[src/shared/ipp_regs.vh]
/*
 * Register offsets, field positions, reset values and fixed codes of the
 * interrupt status, priority and proximity timer block.
 * Assumes a 32-bit classic Wishbone slave port with byte addresses.
 */
`ifndef IPP_REGS_VH
`define IPP_REGS_VH

// Register byte offsets (address bits 4:2 select the word)
`define IPP_OFS_STATUS 5'h00
`define IPP_OFS_RELOAD 5'h04
`define IPP_OFS_PRIOCTL 5'h08
`define IPP_OFS_CTRL 5'h0C
`define IPP_OFS_TMRCNT 5'h10
`define IPP_OFS_TMRSTAT 5'h14

// Interrupt status fields
`define IPP_STAT_LVL_LSB 8
`define IPP_STAT_LVL_MSB 10
`define IPP_STAT_VEC_LSB 0
`define IPP_STAT_VEC_MSB 5

// Source priority control fields
`define IPP_PC_A_SUB_LSB 0
`define IPP_PC_A_SUB_MSB 1
`define IPP_PC_A_PRI_LSB 2
`define IPP_PC_A_PRI_MSB 4
`define IPP_PC_B_SUB_LSB 8
`define IPP_PC_B_SUB_MSB 9
`define IPP_PC_B_PRI_LSB 10
`define IPP_PC_B_PRI_MSB 12
`define IPP_PC_WMASK 32'h00001F1F

// Control fields
`define IPP_CTRL_THR_LSB 0
`define IPP_CTRL_THR_MSB 2
`define IPP_CTRL_SVEC_BIT 8
`define IPP_CTRL_WMASK 32'h00000107

// Timer status fields
`define IPP_TS_RUN_BIT 0
`define IPP_TS_EXP_BIT 1

// Reset values
`define IPP_RST_RELOAD 32'h00000000
`define IPP_RST_PRIOCTL 32'h00000000
`define IPP_RST_CTRL 32'h00000000

// Vector numbers presented for each source
`define IPP_VEC_SRC_A 6'h00
`define IPP_VEC_SRC_B 6'h01

`endif

[src/logic/ipp_core.v]
/*
 * Interrupt status, priority and proximity block, top level.
 * Holds the Wishbone register file, selects the winning source, defers
 * low-priority interrupts through the proximity timer and presents the
 * result to the processor core.
 * Assumes a classic Wishbone master on the same clock and level-held
 * interrupt requests from the sources.
 */
`timescale 1ns/1ps
`include "ipp_regs.vh"
module ipp_core (
	// Clock, reset and enable
	input wire i_core_clk,
	input wire i_resetn,
	input wire i_ce,
	// Wishbone slave
	input wire i_wb_cyc,
	input wire i_wb_stb,
	input wire i_wb_we,
	input wire [4:0] i_wb_adr,
	input wire [3:0] i_wb_sel,
	input wire [31:0] i_wb_dat,
	output reg [31:0] o_wb_dat,
	output reg o_wb_ack,
	output reg o_wb_err,
	// Interrupt sources
	input wire [1:0] i_src_req,
	// Processor core side
	output reg o_core_irq_req,
	output reg [2:0] o_core_irq_level,
	output reg [5:0] o_core_irq_vector,
	output wire o_prox_expired
);

	////////////////////////////////////////////////////////////////////////
	// Register storage

	reg [31:0] reload;
	reg [31:0] prioctl;
	reg [31:0] ctrl;
	reg [2:0] presented_priority_level;
	reg [5:0] presented_isr_index;

	wire [31:0] tmr_count;
	wire tmr_running;
	wire tmr_expired;

	// Decodes a word offset into a one-hot register select
	function [5:0] ipp_decode;
		input [4:0] adr;
		begin
			case ({adr[4:2], 2'b00})
				`IPP_OFS_STATUS: ipp_decode = 6'h01;
				`IPP_OFS_RELOAD: ipp_decode = 6'h02;
				`IPP_OFS_PRIOCTL: ipp_decode = 6'h04;
				`IPP_OFS_CTRL: ipp_decode = 6'h08;
				`IPP_OFS_TMRCNT: ipp_decode = 6'h10;
				`IPP_OFS_TMRSTAT: ipp_decode = 6'h20;
				default: ipp_decode = 6'h00;
			endcase
		end
	endfunction

	////////////////////////////////////////////////////////////////////////
	// Wishbone access

	wire wb_req = i_wb_cyc & i_wb_stb & ~o_wb_ack & ~o_wb_err;
	wire [5:0] wb_hit = ipp_decode(i_wb_adr);
	wire wb_wr = wb_req & i_wb_we & i_ce;
	wire [31:0] lane_mask;

	genvar gl;
	generate
		for (gl = 0; gl < 4; gl = gl + 1) begin : g_lane
			assign lane_mask[gl*8 +: 8] = {8{i_wb_sel[gl]}};
		end
	endgenerate

	// Read view of each register
	reg [31:0] rd_data;
	always @* begin
		rd_data = 32'h00000000;
		case (1'b1)
			wb_hit[0]: begin
				rd_data[`IPP_STAT_LVL_MSB:`IPP_STAT_LVL_LSB] = presented_priority_level;
				rd_data[`IPP_STAT_VEC_MSB:`IPP_STAT_VEC_LSB] = presented_isr_index;
			end
			wb_hit[1]: rd_data = reload;
			wb_hit[2]: rd_data = prioctl & `IPP_PC_WMASK;
			wb_hit[3]: rd_data = ctrl & `IPP_CTRL_WMASK;
			wb_hit[4]: rd_data = tmr_count;
			wb_hit[5]: begin
				rd_data[`IPP_TS_RUN_BIT] = tmr_running;
				rd_data[`IPP_TS_EXP_BIT] = tmr_expired;
			end
			default: rd_data = 32'h00000000;
		endcase
	end

	// Ack or err one enabled cycle after the request; both drop the next enabled cycle
	always @(posedge i_core_clk or negedge i_resetn) begin
		if (!i_resetn) begin
			o_wb_ack <= 1'b0;
			o_wb_err <= 1'b0;
			o_wb_dat <= 32'h00000000;
		end else if (i_ce) begin
			o_wb_ack <= wb_req & (wb_hit != 6'h00);
			o_wb_err <= wb_req & (wb_hit == 6'h00);
			if (wb_req && !i_wb_we) begin
				o_wb_dat <= rd_data;
			end
		end
	end

	// Writes take effect at the request edge; status words ignore writes
	always @(posedge i_core_clk or negedge i_resetn) begin
		if (!i_resetn) begin
			reload <= `IPP_RST_RELOAD;
			prioctl <= `IPP_RST_PRIOCTL;
			ctrl <= `IPP_RST_CTRL;
		end else if (wb_wr) begin
			if (wb_hit[1]) begin
				reload <= (reload & ~lane_mask) | (i_wb_dat & lane_mask);
			end
			if (wb_hit[2]) begin
				prioctl <= ((prioctl & ~lane_mask) | (i_wb_dat & lane_mask)) & `IPP_PC_WMASK;
			end
			if (wb_hit[3]) begin
				ctrl <= ((ctrl & ~lane_mask) | (i_wb_dat & lane_mask)) & `IPP_CTRL_WMASK;
			end
		end
	end

	////////////////////////////////////////////////////////////////////////
	// Source selection

	wire arb_valid;
	wire arb_sel_b;
	wire [2:0] arb_level;

	ipp_arbiter u_arbiter (
		.i_req(i_src_req),
		.i_pri_a(prioctl[`IPP_PC_A_PRI_MSB:`IPP_PC_A_PRI_LSB]),
		.i_sub_a(prioctl[`IPP_PC_A_SUB_MSB:`IPP_PC_A_SUB_LSB]),
		.i_pri_b(prioctl[`IPP_PC_B_PRI_MSB:`IPP_PC_B_PRI_LSB]),
		.i_sub_b(prioctl[`IPP_PC_B_SUB_MSB:`IPP_PC_B_SUB_LSB]),
		.o_valid(arb_valid),
		.o_sel_b(arb_sel_b),
		.o_level(arb_level)
	);

	////////////////////////////////////////////////////////////////////////
	// Proximity deferral

	wire [2:0] threshold = ctrl[`IPP_CTRL_THR_MSB:`IPP_CTRL_THR_LSB];
	// Threshold zero disables deferral since no enabled level is at or below it
	wire deferrable = arb_valid & (arb_level <= threshold);
	wire forward = arb_valid & (~deferrable | tmr_expired);

	ipp_prox_timer u_prox_timer (
		.i_core_clk(i_core_clk),
		.i_resetn(i_resetn),
		.i_ce(i_ce),
		.i_trigger(deferrable),
		.i_reload(reload),
		.o_count(tmr_count),
		.o_running(tmr_running),
		.o_expired(tmr_expired)
	);

	assign o_prox_expired = tmr_expired;

	////////////////////////////////////////////////////////////////////////
	// Presentation to the core

	wire [5:0] next_vector = arb_sel_b ? `IPP_VEC_SRC_B : `IPP_VEC_SRC_A;

	// Status keeps the last forwarded values after the request goes away
	always @(posedge i_core_clk or negedge i_resetn) begin
		if (!i_resetn) begin
			o_core_irq_req <= 1'b0;
			o_core_irq_level <= 3'h0;
			o_core_irq_vector <= 6'h00;
			presented_priority_level <= 3'h0;
			presented_isr_index <= 6'h00;
		end else if (i_ce) begin
			o_core_irq_req <= forward;
			if (forward) begin
				o_core_irq_level <= arb_level;
				o_core_irq_vector <= next_vector;
				presented_priority_level <= arb_level;
				presented_isr_index <= next_vector;
			end
		end
	end

endmodule

[src/logic/ipp_arbiter.v]
/*
 * Combinational priority selection between two interrupt sources.
 * Assumes priority and subpriority fields come straight from registers.
 */
`timescale 1ns/1ps
module ipp_arbiter (
	// Source requests
	input wire [1:0] i_req,
	// Priority fields
	input wire [2:0] i_pri_a,
	input wire [1:0] i_sub_a,
	input wire [2:0] i_pri_b,
	input wire [1:0] i_sub_b,
	// Selection
	output reg o_valid,
	output reg o_sel_b,
	output reg [2:0] o_level
);

	// Rank of a source: zero when it cannot win
	function [5:0] ipp_rank;
		input req;
		input [2:0] pri;
		input [1:0] sub;
		begin
			if (req && (pri != 3'h0)) begin
				ipp_rank = {1'b1, pri, sub};
			end else begin
				ipp_rank = 6'h00;
			end
		end
	endfunction

	reg [5:0] rank_a;
	reg [5:0] rank_b;

	always @* begin
		rank_a = ipp_rank(i_req[0], i_pri_a, i_sub_a);
		rank_b = ipp_rank(i_req[1], i_pri_b, i_sub_b);
		// Equal rank goes to source a, the lower natural order
		o_sel_b = (rank_b > rank_a);
		o_valid = rank_a[5] | rank_b[5];
		o_level = o_sel_b ? i_pri_b : i_pri_a;
	end

endmodule

[src/logic/ipp_prox_timer.v]
/*
 * Interrupt proximity timer: reloads on a triggering interrupt event,
 * counts down once per enabled clock and flags expiry at zero.
 * Assumes i_trigger stays high while a deferred interrupt is pending.
 */
`timescale 1ns/1ps
module ipp_prox_timer (
	// Clock, reset and enable
	input wire i_core_clk,
	input wire i_resetn,
	input wire i_ce,
	// Control
	input wire i_trigger,
	input wire [31:0] i_reload,
	// State
	output reg [31:0] o_count,
	output wire o_running,
	output wire o_expired
);

	localparam [2:0] ST_IDLE = 3'h1;
	localparam [2:0] ST_RUN = 3'h2;
	localparam [2:0] ST_EXP = 3'h4;

	reg [2:0] state;

	assign o_running = state[1];
	assign o_expired = state[2];

	always @(posedge i_core_clk or negedge i_resetn) begin
		if (!i_resetn) begin
			state <= ST_IDLE;
			o_count <= 32'h00000000;
		end else if (i_ce) begin
			case (state)
				ST_IDLE: begin
					if (i_trigger) begin
						o_count <= i_reload;
						state <= ST_RUN;
					end
				end
				ST_RUN: begin
					// Withdrawn request cancels the wait; next event reloads afresh
					if (!i_trigger) begin
						state <= ST_IDLE;
					end else if (o_count == 32'h00000000) begin
						state <= ST_EXP;
					end else begin
						o_count <= o_count - 32'h00000001;
					end
				end
				ST_EXP: begin
					if (!i_trigger) begin
						state <= ST_IDLE;
					end
				end
				default: begin
					state <= ST_IDLE;
				end
			endcase
		end
	end

endmodule

[config.mk]
export PLATFORM = sky130hd
export DESIGN_NAME = ipp_core
export DESIGN_NICKNAME = d
export VERILOG_FILES = /design/src/logic/ipp_core.v /design/src/logic/ipp_arbiter.v /design/src/logic/ipp_prox_timer.v
export VERILOG_INCLUDE_DIRS = /design/src /design/src/shared
export SDC_FILE = /design/constraint.sdc
export NUM_CORES = 1
export LEC_CHECK = 0
export BUFFER_PORTS_ARGS = -buffer_cell sky130_fd_sc_hd__buf_2
export CAP_MARGIN = 10
export CORE_ASPECT_RATIO = 0.75
export CORE_MARGIN = 4
export CORE_UTILIZATION = 35
export CTS_CLUSTER_SIZE = 40
export DETAILED_ROUTE_END_ITERATION = 6
export PLACE_DENSITY_LB_ADDON = 0.15
export SYNTH_ARGS = -nofsm -noshare
export SYNTH_HDL_FRONTEND = slang
export SYNTH_SLANG_ARGS = --single-unit
[constraint.sdc]
create_clock -name i_core_clk -period 11.25 [get_ports i_core_clk]
set_input_delay 1.125 -clock i_core_clk [delete_from_list [all_inputs] [get_ports i_core_clk]]
set_output_delay 1.125 -clock i_core_clk [all_outputs]
set_load 0.01 [all_outputs]
### After elaboration in Yosys (flattened, before gate mapping)

Index checks and enable logic that the tools add are counted.
W data, S select, Z words.

* equal/unequal tests: 13
* reduce and logical (&&, ||, !) cells: 18
* mux-type cells: 40
* add/sub/neg operators: 1
* bitwise operators: 22
* magnitude comparators: 2

Operators with widths (count)
* $mux W21: 5
* $mux W32: 3
* $and A32 B32 Y32: 2
* $pmux W32 S2: 1
* $pmux W6 S6: 1
* $logic_not A32 Y1: 1
* $not A32 Y32: 1
* $or A32 B32 Y32: 1
* $sub A32 B1 Y32 const B: 1
* $mux W3: 10
* $mux W2: 11
* $mux W4: 5
* $and A13 B13 Y13: 1
* $or A13 B13 Y13: 1
* $mux W6: 2
* $reduce_and A2 Y1: 5
* $and A1 B1 Y1: 9
* $and A9 B9 Y9: 1
* $eq A3 B2 Y1 const B: 3
* $eq A3 B3 Y1 const B: 3
* $or A9 B9 Y9: 1
* $pmux W3 S3: 1
* $ne A2 B2 Y1 const B: 4
* $eq A3 B1 Y1 const B: 2
* other kinds (15): 21

* word-level logic and storage cells: 107
* bits in registers: 125

### Depth between registers and ports, before layout

Gate-level depths: netlist of run 1.

* depth after elaboration: 11
* mapped depth: 16
* mapped depth without buffers: 15

### Modules after synthesis

Synthesis of run 1 repeated with hierarchy kept, for this count alone.

* cells, all modules: 638
* area, all modules: 6547.5 um2

Modules (own cells, without submodules)
* ipp_core: area each 3937.5 um2, cells an instance 328, times used 1
* ipp_prox_timer: area each 2331.0 um2, cells an instance 275, times used 1
* ipp_arbiter: area each 279.0 um2, cells an instance 35, times used 1

### Least setup slack after synthesis of run 1

OpenSTA, ideal clock, no wires.

* path kind: input-to-reg
* start: input i_src_req[1]
* end: register u_prox_timer.o_count[1]
* setup slack: 7.069 ns
* required time: 11.123 ns
* buffers on the path: 1
* setup time: 0.127 ns
* stages: 15
* arrival time: 4.053 ns
* cell sequence: o31a_1 and2_1 ha_1 a21oi_1 o21ai_0 o22ai_1 mux2_2 ha_1 nor2b_1 o21a_1 a221oi_2 nand4_4 buf_6 a211oi_1 a21oi_1

* word-level cells in the longest chain between the ends: 8
* elaborated cells between the ends (all ways): 10
* classes of those cells: order compare: 2; eq/ne: 2; mux: 2; bitwise: 2; reduce/logical: 2

Ends and longest elaborated chain
* start, declared: line ipp_core.v:27 `input wire [1:0] i_src_req,`
* $logic_and A1 B1 Y1 *: line ipp_arbiter.v:26 `if (req && (pri != 3'h0)) begin`
* $mux W6 *: line ipp_arbiter.v:26
* $gt A6 B6 Y1 *: line ipp_arbiter.v:41 `o_sel_b = (rank_b > rank_a);`
* $mux W3 *: line ipp_arbiter.v:43 `o_level = o_sel_b ? i_pri_b : i_pri_a;`
* via arb_level[1]: line ipp_core.v:139 `wire [2:0] arb_level;`
* $le A3 B3 Y1 *: line ipp_core.v:157 `wire deferrable = arb_valid & (arb_level <= threshold);`
* $and A1 B1 Y1 *: line ipp_core.v:157
* $ne A2 B2 Y1 (no line)
* $reduce_and A5 Y1 (no line) *
* end signal, assigned: line ipp_prox_timer.v:38 `o_count <= i_reload;`
* end signal, assigned: line ipp_prox_timer.v:49 `o_count <= o_count - 32'h00000001;`
* end, declared: line ipp_prox_timer.v:16 `output reg [31:0] o_count,`

The timed path passes the listed nets; every way through them passes the cells marked *.
A chain may end at the register's enable or synchronous reset.

### Worst setup path after layout of run 1

Ends and elaborated chain as after synthesis.

==> results of run 1 <==
-- cells in the final DEF, fill, tap and decap left out, types with 4 or more instances in the layout --
cell type / count
buf_2: 85
ha_1: 11
o21ai_1: 5
dfrtp_1: 119
a41oi_1: 6
nor4_1: 6
and2_1: 6
o22a_1: 12
nand2_1: 22
nor3_1: 12
o21a_1: 5
buf_4: 6
conb_1: 5
inv_1: 13
nor2_1: 102
bufinv_16: 4
a22oi_1: 35
o21ai_0: 41
and3_1: 4
mux2_2: 52
nand3_1: 6
nand4_1: 4
o22ai_1: 5
clkbuf_16: 17
a21oi_1: 72
mux2i_1: 9
-- area by class of cell --
type	instances	area (um2)	share of cell area [%]
Clock buffer	21	470	6.22
Clock inverter	10	169	2.23
Inverter	13	48.8	0.645
Multi-Input combinational cell	471	3100	40.9
Sequential cell	120	3000	39.7
Tap cell	242	303	4.00
Timing Repair Buffer	91	470	6.22
-- per-stage QoR --
| step | cells | hold WS (ns) | instance area [um2] | util (%) | total power, mW |
|---|---|---|---|---|---|
| 5_1_grt | 968 | 0.530 | 7560 | 42.7 | 1.67 |
| 3_5_place_dp | 937 | 0.496 | 6920 | 39.1 | 0.997 |
| 6_report | 968 | 0.510 | 7560 | 42.7 | 1.58 |
| 4_1_cts | 968 | 0.511 | 7560 | 42.7 | 1.59 |
| 2_1_floorplan | 647 | 0.479 | 6340 | - | 0.863 |
| 3_3_place_gp | 937 | 0.488 | 6920 | 39.1 | 0.986 |
-- final timing paths --
| path | end | slack [ns] | depth (start not counted) |
|---|---|---|---|
| setup / recovery | u_prox_timer.o_count[1] | 6.32 | 15 |
| hold / removal | flop | 0.51 | 1 |
| setup reg to reg | u_prox_timer.o_count[1] | 6.45 | 14 |
| hold reg to reg | flop | 0.51 | 1 |
| max in group asynchronous | u_prox_timer.o_count[7] | 9.10 | 2 |
| min in group asynchronous | o_wb_dat[29] | 0.71 | 1 |
-- logic make-up after synthesis --
| kind of cell | synth area share (%) |
|---|---|
| AO/OA/AOI/OAI | 19.6 |
| AND/OR/NAND/NOR | 15.6 |
| flip-flops | 47.5 |
| multiplexers | 11.0 |
| buffers and inverters | 3.94 |
| adder cells (fa/ha/maj) | 2.18 |
| other | 0.0593 |
| XOR/XNOR | 0.139 |
-- layer usage --
layer	global-route usage [%]	vias up	wire length (um)
met5	0	-	0
met4	3.40	0	111
met3	4.33	7	907
met2	24.0	153	7170
met1	26.5	2570	8910
li1	-	2500	-
-- power groups by stage --
| stage | sequential (mW) | combinational (mW) | clock, mW |
|---|---|---|---|
| final | 0.619 | 0.372 | 0.589 |
| after CTS | 0.618 | 0.376 | 0.598 |
| after global placement | 0.621 | 0.365 | 0 |
| after global routing | 0.635 | 0.418 | 0.621 |
| after detailed placement | 0.624 | 0.373 | 0 |
| after floorplan | 0.606 | 0.257 | 0 |
-- worst max-delay path, delay by kind of cell --
| family | cells | cell delay (ns) |
|---|---|---|
| AO/OA/AOI/OAI | 8 | 1.84 |
| multiplexers | 1 | 0.43 |
| buffers and inverters | 1 | 0.11 |
| AND/OR/NAND/NOR | 3 | 1.05 |
| adder cells (fa/ha/maj) | 2 | 0.65 |
-- synthesized netlist by cell type, types with 2 or more instances --
library cell  number  area (um2)
or2_2              2        12.5
o31a_1             2        17.5
a21oi_1           72         360
buf_2              6        30.0
nand3_1            6        30.0
o21a_1             5        37.5
and3_1             4        25.0
o21ai_1            5        25.0
mux2i_1            9        90.1
o22ai_1            5        31.3
ha_1              11         138
or3_1              3        18.8
nor3_1            12        60.1
o22a_1            12         105
a32oi_1            2        17.5
nand4_2            3        37.5
dfrtp_1          119        2980
o2bb2ai_1          2        17.5
nor2_1           103         387
a41oi_1            6        52.6
a22oi_1           35         263
and2_1             6        37.5
mux2_2            52         586
nand2_1           22        82.6
o21ai_0           41         205
buf_1              4        15.0
a31oi_1            3        18.8
clkbuf_1          25        93.8
and4_1             2        17.5
nor4_2             3        37.5
buf_4              6        45.0
nor4_1             6        37.5
nor2b_1            3        18.8
and2b_1            2        15.0
inv_1             13        48.8
or4_4              2        22.5
nand4_1            4        25.0
==> reports/summary.log, run 1 <==
[outcome] status complete, no violations
[floorplan] overall die area 20300 um2
[worst_setup_path] CP required 11.52 ns
[grt] pin count of the biggest net entering global routing 80
[pwr] sequential group share of total power 39.2%
[clock_network] number of H-tree branching levels 4
[pwr] switching share of total power 32.7%
[placed_design] routability cong. 0.832
[grt] aggregate global routing overflow 0
[clock_network] Setup Buffers After CTS 0
[sta] final critical delay including setup and external delays 4.93 ns
[pwr] Net Switching 517 uW
[worst_setup_path] critical path peak fanout 64
[clock_network] number of buffers added by the clock tree synthesis step 17
[logic_synthesis] dominant synthesized flop cell dfrtp_1
[sta] final setup violating endpoints 0
[sta] RSZ-0062 raised after global routing no
[sta] Worst Setup Slack, final 6.32 ns
[pwr] combinational share of power 23.6%
[flow_run] max cap viols 0
[sta] final worst path period share 43.8%
[sta] worst slew slack as a fraction of its limit 28.9%
[clock_network] Clk Latency, worst-skew pair 0.42 ns
[placed_design] dpl hpwl 11.9 mm
[logic_synthesis] average cell area after synthesis 9.83 um2
[logic_synthesis] sequential cell area fraction in the yosys report 47.5%
[clock_network] TritonCTS clock tree built
[detailed_routing] Final Routed Wirelength 17.1 mm
[worst_setup_path] launching instance or port of the critical path i_src_req[1]
[detailed_routing] antenna-violating nets left 0
[clock_network] Clock Pin Slew Worst Setup and Hold Paths 0.06 ns
[finish] area overhead of the layout relative to synthesis 19.6%
[finish] NumNets Final 774
[detailed_routing] initial drt markers 361
[sta] achievable frequency 203 MHz
[grt] Total Routing Usage GR 17.1%
[grt] antenna violations before repair 0
[logic_synthesis] EDFF count, synth 0
[pwr] worst voltage drop across the vdd grid 0.0848 mV
[detailed_routing] number of vias per cell 5.40
[worst_setup_path] CP max-delay cell nand4_4
[floorplan] initial core utilization 35.7%
[worst_setup_path] kind of launch point of the worst setup path input pin
[grt] wire length of the first global-routing pass 27.7 mm
[worst_setup_path] category of the most critical setup path input pin to flop
[logic_synthesis] Synth async-reset ratio 100%
[logic_synthesis] Syn. warnings 0
[clock_network] clk buf depth 2
[clock_network] sinks on the clock net 120
[floorplan] Row Count 42
[sta] Max Slew Vio Count 0
[detailed_routing] remaining design rule violation count 0
[pwr] Lkg Pwr 3.40 nW
[grt] vias in the first global route 5000
[detailed_routing] average wire length per cell after detail routing 17.7 um
[placed_design] Post-Place Setup Slack 5.88 ns
[logic_synthesis] number of library cell types mapped by synthesis 62
[worst_setup_path] sort of element at the end of the critical path flop
[clock_network] post_cts resized 0
[finish] diode count 0
[logic_synthesis] cell area after synthesis 6320 um2
[logic_synthesis] number of standard cells after synthesis 643
[sta] actual slew at the worst max-slew pin 1.05 ns
[clock_network] count of hold buffers inserted by post-cts repair 0
[floorplan] Top Ports 94
[logic_synthesis] number of storage elements in the synthesis netlist 120
[clock_network] clock root buffer clkbuf_16
[detailed_routing] vias after detailed routing 5230
[finish] ratio of cells with drive above 1 in the final layout 26.6%
[worst_setup_path] critical path arrival 5.20 ns
[pwr] cell area power density 209 nW/um2
[finish] fillcell total 1725
[pwr] part of the power in the clock network 37.3%
[placed_design] count of input and output buffers 86
[sta] Hold Fails Final Rpt 0
[floorplan] Core ar. 17700 um2
[worst_hold_path] kind of path behind the tightest hold check flop to flop
[floorplan] y dimension of the die 124 um
[sta] clock skew after layout 0.00896 ns
[worst_setup_path] slowest stage delay, CP 0.69 ns
[pwr] Int Power 1.06 mW
[floorplan] width of the chip 163 um
[sta] sum of negative setup slack 0 ns
[detailed_routing] Pre-antenna DRT Iters 5
[worst_setup_path] cell-by-cell trace of the critical path buf_2 -> o31a_1 -> and2_1 -> ha_1 -> a21oi_1 -> o21ai_0 -> o22ai_1 -> mux2_2 -> ha_1 -> nand3_1 -> o21a_1 -> a221oi_2 -> nand4_4 -> a211oi_1 -> a21oi_1
(Power assumes the default switching activity.)
==> run 2, diff against run 1 <==
ABC_AREA = 1   (was default)
clock period = 4 ns   (was 11.25 ns; I/O delays follow)
==> run 2 against run 1 <==
Against the previous run: area after synthesis rose by 7.4%; hold slack got worse by 0.39 ns; via count rose by 22%; global-route usage rose by 2.5 points; setup slack worse by 5.9 ns; clock skew up 0.0022 ns; synthesized cell count grew 51%; sequential cell count is the same; register-to-register slack worse by 6.1 ns; critical path type is now flop to flop; critical endpoint is now u_prox_timer.o_count[11].
==> reports/summary.log, run 2 <==
[logic_synthesis] top cells by count, synth nand2_1, dfrtp_1, inv_1
[finish] area overhead of the layout relative to synthesis 19.5%
[sta] worst slew slack as a fraction of its limit 32.5% [+3.6 points]
[logic_synthesis] EDFF count, synth 0 [unchanged]
[clock_network] count of hold buffers inserted by post-cts repair 0 [unchanged]
[grt] pin count of the biggest net entering global routing 74 [-7.5%]
[floorplan] Core ar. 18800 um2 [+6.0%]
[clock_network] sinks on the clock net 120 [unchanged]
[worst_setup_path] cell-by-cell trace of the critical path o31ai_4 -> buf_4 -> nor2_1 -> ha_1 -> nand2_1 -> nor2_1 -> o21ai_0 -> nand3_1 -> nand2_2 -> nand2_1 -> o21ai_1 -> buf_4 -> ha_1 -> a21oi_1 -> o21ai_0 -> nand2_1 -> nand2_1 -> nor2_2 -> nand2_4 -> inv_2 -> buf_12 -> nand2_1 -> o21ai_1
[sta] Max Slew Vio Count 0 [unchanged]
[finish] ratio of cells with drive above 1 in the final layout 15.0% [-12 points]
[floorplan] initial core utilization 36.2% [+0.47 points]
[grt] aggregate global routing overflow 0 [unchanged]
[pwr] Lkg Pwr 4.35 nW [+28%]
[floorplan] y dimension of the die 129 um [+3.4%]
[sta] final critical delay including setup and external delays 3.63 ns
[clock_network] Setup Buffers After CTS 0 [unchanged]
[logic_synthesis] average cell area after synthesis 6.99 um2 [-29%]
[grt] Total Routing Usage GR 19.6% [+2.5 points]
[clock_network] number of H-tree branching levels 4 [unchanged]
[placed_design] count of input and output buffers 86 [unchanged]
[sta] Hold Fails Final Rpt 0 [unchanged]
[sta] final-layout worst hold slack 0.115 ns [-0.395 ns]
[logic_synthesis] top cells by area, synth dfrtp_1, nand2_1, o21ai_0
[clock_network] number of buffers added by the clock tree synthesis step 17 [unchanged]
[worst_setup_path] critical path peak fanout 38 [-41%]
[worst_setup_path] Reg2Reg Capture Point u_prox_timer.o_count[11]
[logic_synthesis] cell area after synthesis 6790 um2 [+7.4%]
[worst_setup_path] Worst path most repeated cell nand2_1
[grt] met2 usage in global routing 24.1% [+0.076 points]
[worst_setup_path] CP max-delay cell dfrtp_1
[detailed_routing] initial drt markers 764 [+110%]
[grt] antenna violations before repair 0 [unchanged]
[finish] final standard cell count with taps included and fillers excluded 1323 [+37%]
[sta] RSZ-0062 raised after global routing no
[grt] met1 Use GR 32.5% [+6.0 points]
[placed_design] Placed Cells incl. Taps 1291 [+38%]
[worst_setup_path] r2r worst-path depth 23 [+9]
[sta] clock skew after layout 0.0112 ns [+0.00224 ns]
[worst_setup_path] CP required 4.35 ns [-7.17 ns]
[grt] global route hottest layer met1
[placed_design] routability cong. 0.864 [+3.8%]
[sta] Worst Setup Slack, final 0.373 ns [-5.94 ns]
[detailed_routing] Final Routed Wirelength 20.5 mm [+20%]
[placed_design] dpl hpwl 15.1 mm [+26%]
[clock_network] Clock Pin Slew Worst Setup and Hold Paths 0.07 ns [about the same]
[sta] final worst path period share 90.7%
[clock_network] post_cts resized 0 [unchanged]
[pwr] worst voltage drop across the vdd grid 0.234 mV [+180%]
[grt] wire length of the first global-routing pass 32.9 mm [+19%]
[detailed_routing] Pre-antenna DRT Iters 7 [+2]
[detailed_routing] remaining design rule violation count 0 [unchanged]
[logic_synthesis] cell taking the most area after synthesis dfrtp_1
[pwr] cell area power density 557 nW/um2 [+170%]
[outcome] status complete, no violations
[logic_synthesis] dominant synthesized flop cell dfrtp_1
[clock_network] clk buf depth 2 [unchanged]
[floorplan] overall die area 21700 um2 [+7.0%]
[finish] leading cell types in the layout, fill and taps excluded nand2_1, dfrtp_1, inv_1
[logic_synthesis] area share of the largest cell type after synthesis 43.8% [-3.3 points]
[logic_synthesis] number of storage elements in the synthesis netlist 120 [unchanged]
[placed_design] Post-Place Setup Slack 0.231 ns [-5.65 ns]
[finish] NumNets Final 1123 [+45%]
[grt] vias in the first global route 5858 [+17%]
[clock_network] TritonCTS clock tree built
[logic_synthesis] number of library cell types mapped by synthesis 33 [-47%]
[worst_setup_path] sort of element at the end of the critical path flop
[pwr] Design Power 4.52 mW [+190%]
[sta] final setup violating endpoints 0 [unchanged]
[worst_setup_path] category of the most critical setup path flop to flop
[floorplan] width of the chip 169 um [+3.5%]
[detailed_routing] average wire length per cell after detail routing 15.5 um [-12%]
[logic_synthesis] most common cell in the netlist nand2_1
[floorplan] Row Count 43 [+2.4%]
[worst_setup_path] critical path arrival 3.98 ns [-1.22 ns]
[finish] diode count 0 [unchanged]
[flow_run] max cap viols 0 [unchanged]
[detailed_routing] vias after detailed routing 6375 [+22%]
[logic_synthesis] number of standard cells after synthesis 971 [+51%]
[worst_setup_path] kind of launch point of the worst setup path flop
[finish] most common cell after layout, fill and taps aside nand2_1
[logic_synthesis] Synth async-reset ratio 100% [unchanged]
[worst_hold_path] kind of path behind the tightest hold check input pin to asynchronous set/reset pin
[sta] sum of negative setup slack 0 ns [unchanged]
[detailed_routing] antenna-violating nets left 0 [unchanged]
[worst_setup_path] setup slack on the worst flop-to-flop path 0.37 ns [-6.08 ns]
[logic_synthesis] Syn. warnings 0 [unchanged]
[detailed_routing] number of vias per cell 4.82 [-11%]
[floorplan] Top Ports 94 [unchanged]
[clock_network] clock root buffer clkbuf_16
[sta] actual slew at the worst max-slew pin 1.01 ns [-0.0388 ns]
[grt] GR Layer Usage met3 4.51% [+0.18 points]
[worst_setup_path] slowest stage delay, CP 0.43 ns [-0.26 ns]
[sta] achievable frequency 276 MHz
[logic_synthesis] sequential cell area fraction in the yosys report 44.2% [-3.3 points]
[clock_network] Clk Latency, worst-skew pair 0.43 ns [about the same]
[run 2: changes by cell type in the layout (fill, tap and decap cells not counted), sizes merged, moves of 35 or more]
cell	before	now
nand3	6	63
inv	13	124
nand2	22	367
o21ai	46	95
mux2	52	0
a22oi	35	0
a21oi	72	22
[run 2: final cells by class]
class | count | area (um2)
fillers | 1994 | 10700
multi-input cells | 706 | 3220
flip-flops and latches | 120 | 3000
repair buffers | 102 | 566
inverters | 116 | 435
clock buffers | 17 | 425
well taps | 247 | 309
clock inverters | 15 | 156
[run 2: worst max path at each step]
stage / slack [ns] / end / startpoint
floorplan: 0.75 / u_prox_timer.o_count[10] / flop
global placement: 0.32 / u_prox_timer.o_count[7] / flop
detailed placement: 0.23 / u_prox_timer.o_count[7] / flop
CTS: 0.20 / u_prox_timer.o_count[0] / flop
global route: 0.02 / u_prox_timer.o_count[9] / flop
finish: 0.37 / u_prox_timer.o_count[11] / flop
[run 2: cells by family after synthesis]
group / Yosys count / share of synthesized area, %
compound gates: 141 / 11.4
xor+xnor: 5 / 0.645
fa+ha+maj: 11 / 2.03
buf+inv: 149 / 8.97
flops: 120 / 44.2
other cells: 1 / 0.0552
simple gates: 544 / 32.7
[run 2: metrics by stage]
step / area [um2] / utilization (%)
floorplan: 6810 / -
global placement: 7510 / 40.0
detailed placement: 7510 / 40.0
CTS: 8090 / 43.1
global route: 8110 / 43.2
finish: 8110 / 43.2
[run 2: per-layer routing]
layer	vias to the layer above	share of wire, %	wire [um]
li1	3262	-	-
met3	22	7.3	1500
met2	193	36	7450
met4	0	1.3	275
met1	2898	55	11300
met5	-	0	0
[run 2: worst max-delay path, delay by kind of cell, from the launching register on]
| family | cells | cell delay (ns) |
|---|---|---|
| and+or+nand+nor | 11 | 1.14 |
| AOI/OAI and AO/OA | 6 | 0.75 |
| buffers and inverters | 4 | 0.60 |
| adders and majority gates | 2 | 0.59 |
| DFF | 1 | 0.43 |
[run 2: where the power goes]
part           internal, mW  leakage [nW]  total, mW  switching [mW]
Clock                 0.881         0.278       1.54           0.663
Combinational         0.429          2.51       1.32           0.892
Sequential             1.44          1.56       1.65           0.217
Total                  2.75          4.35       4.52            1.77
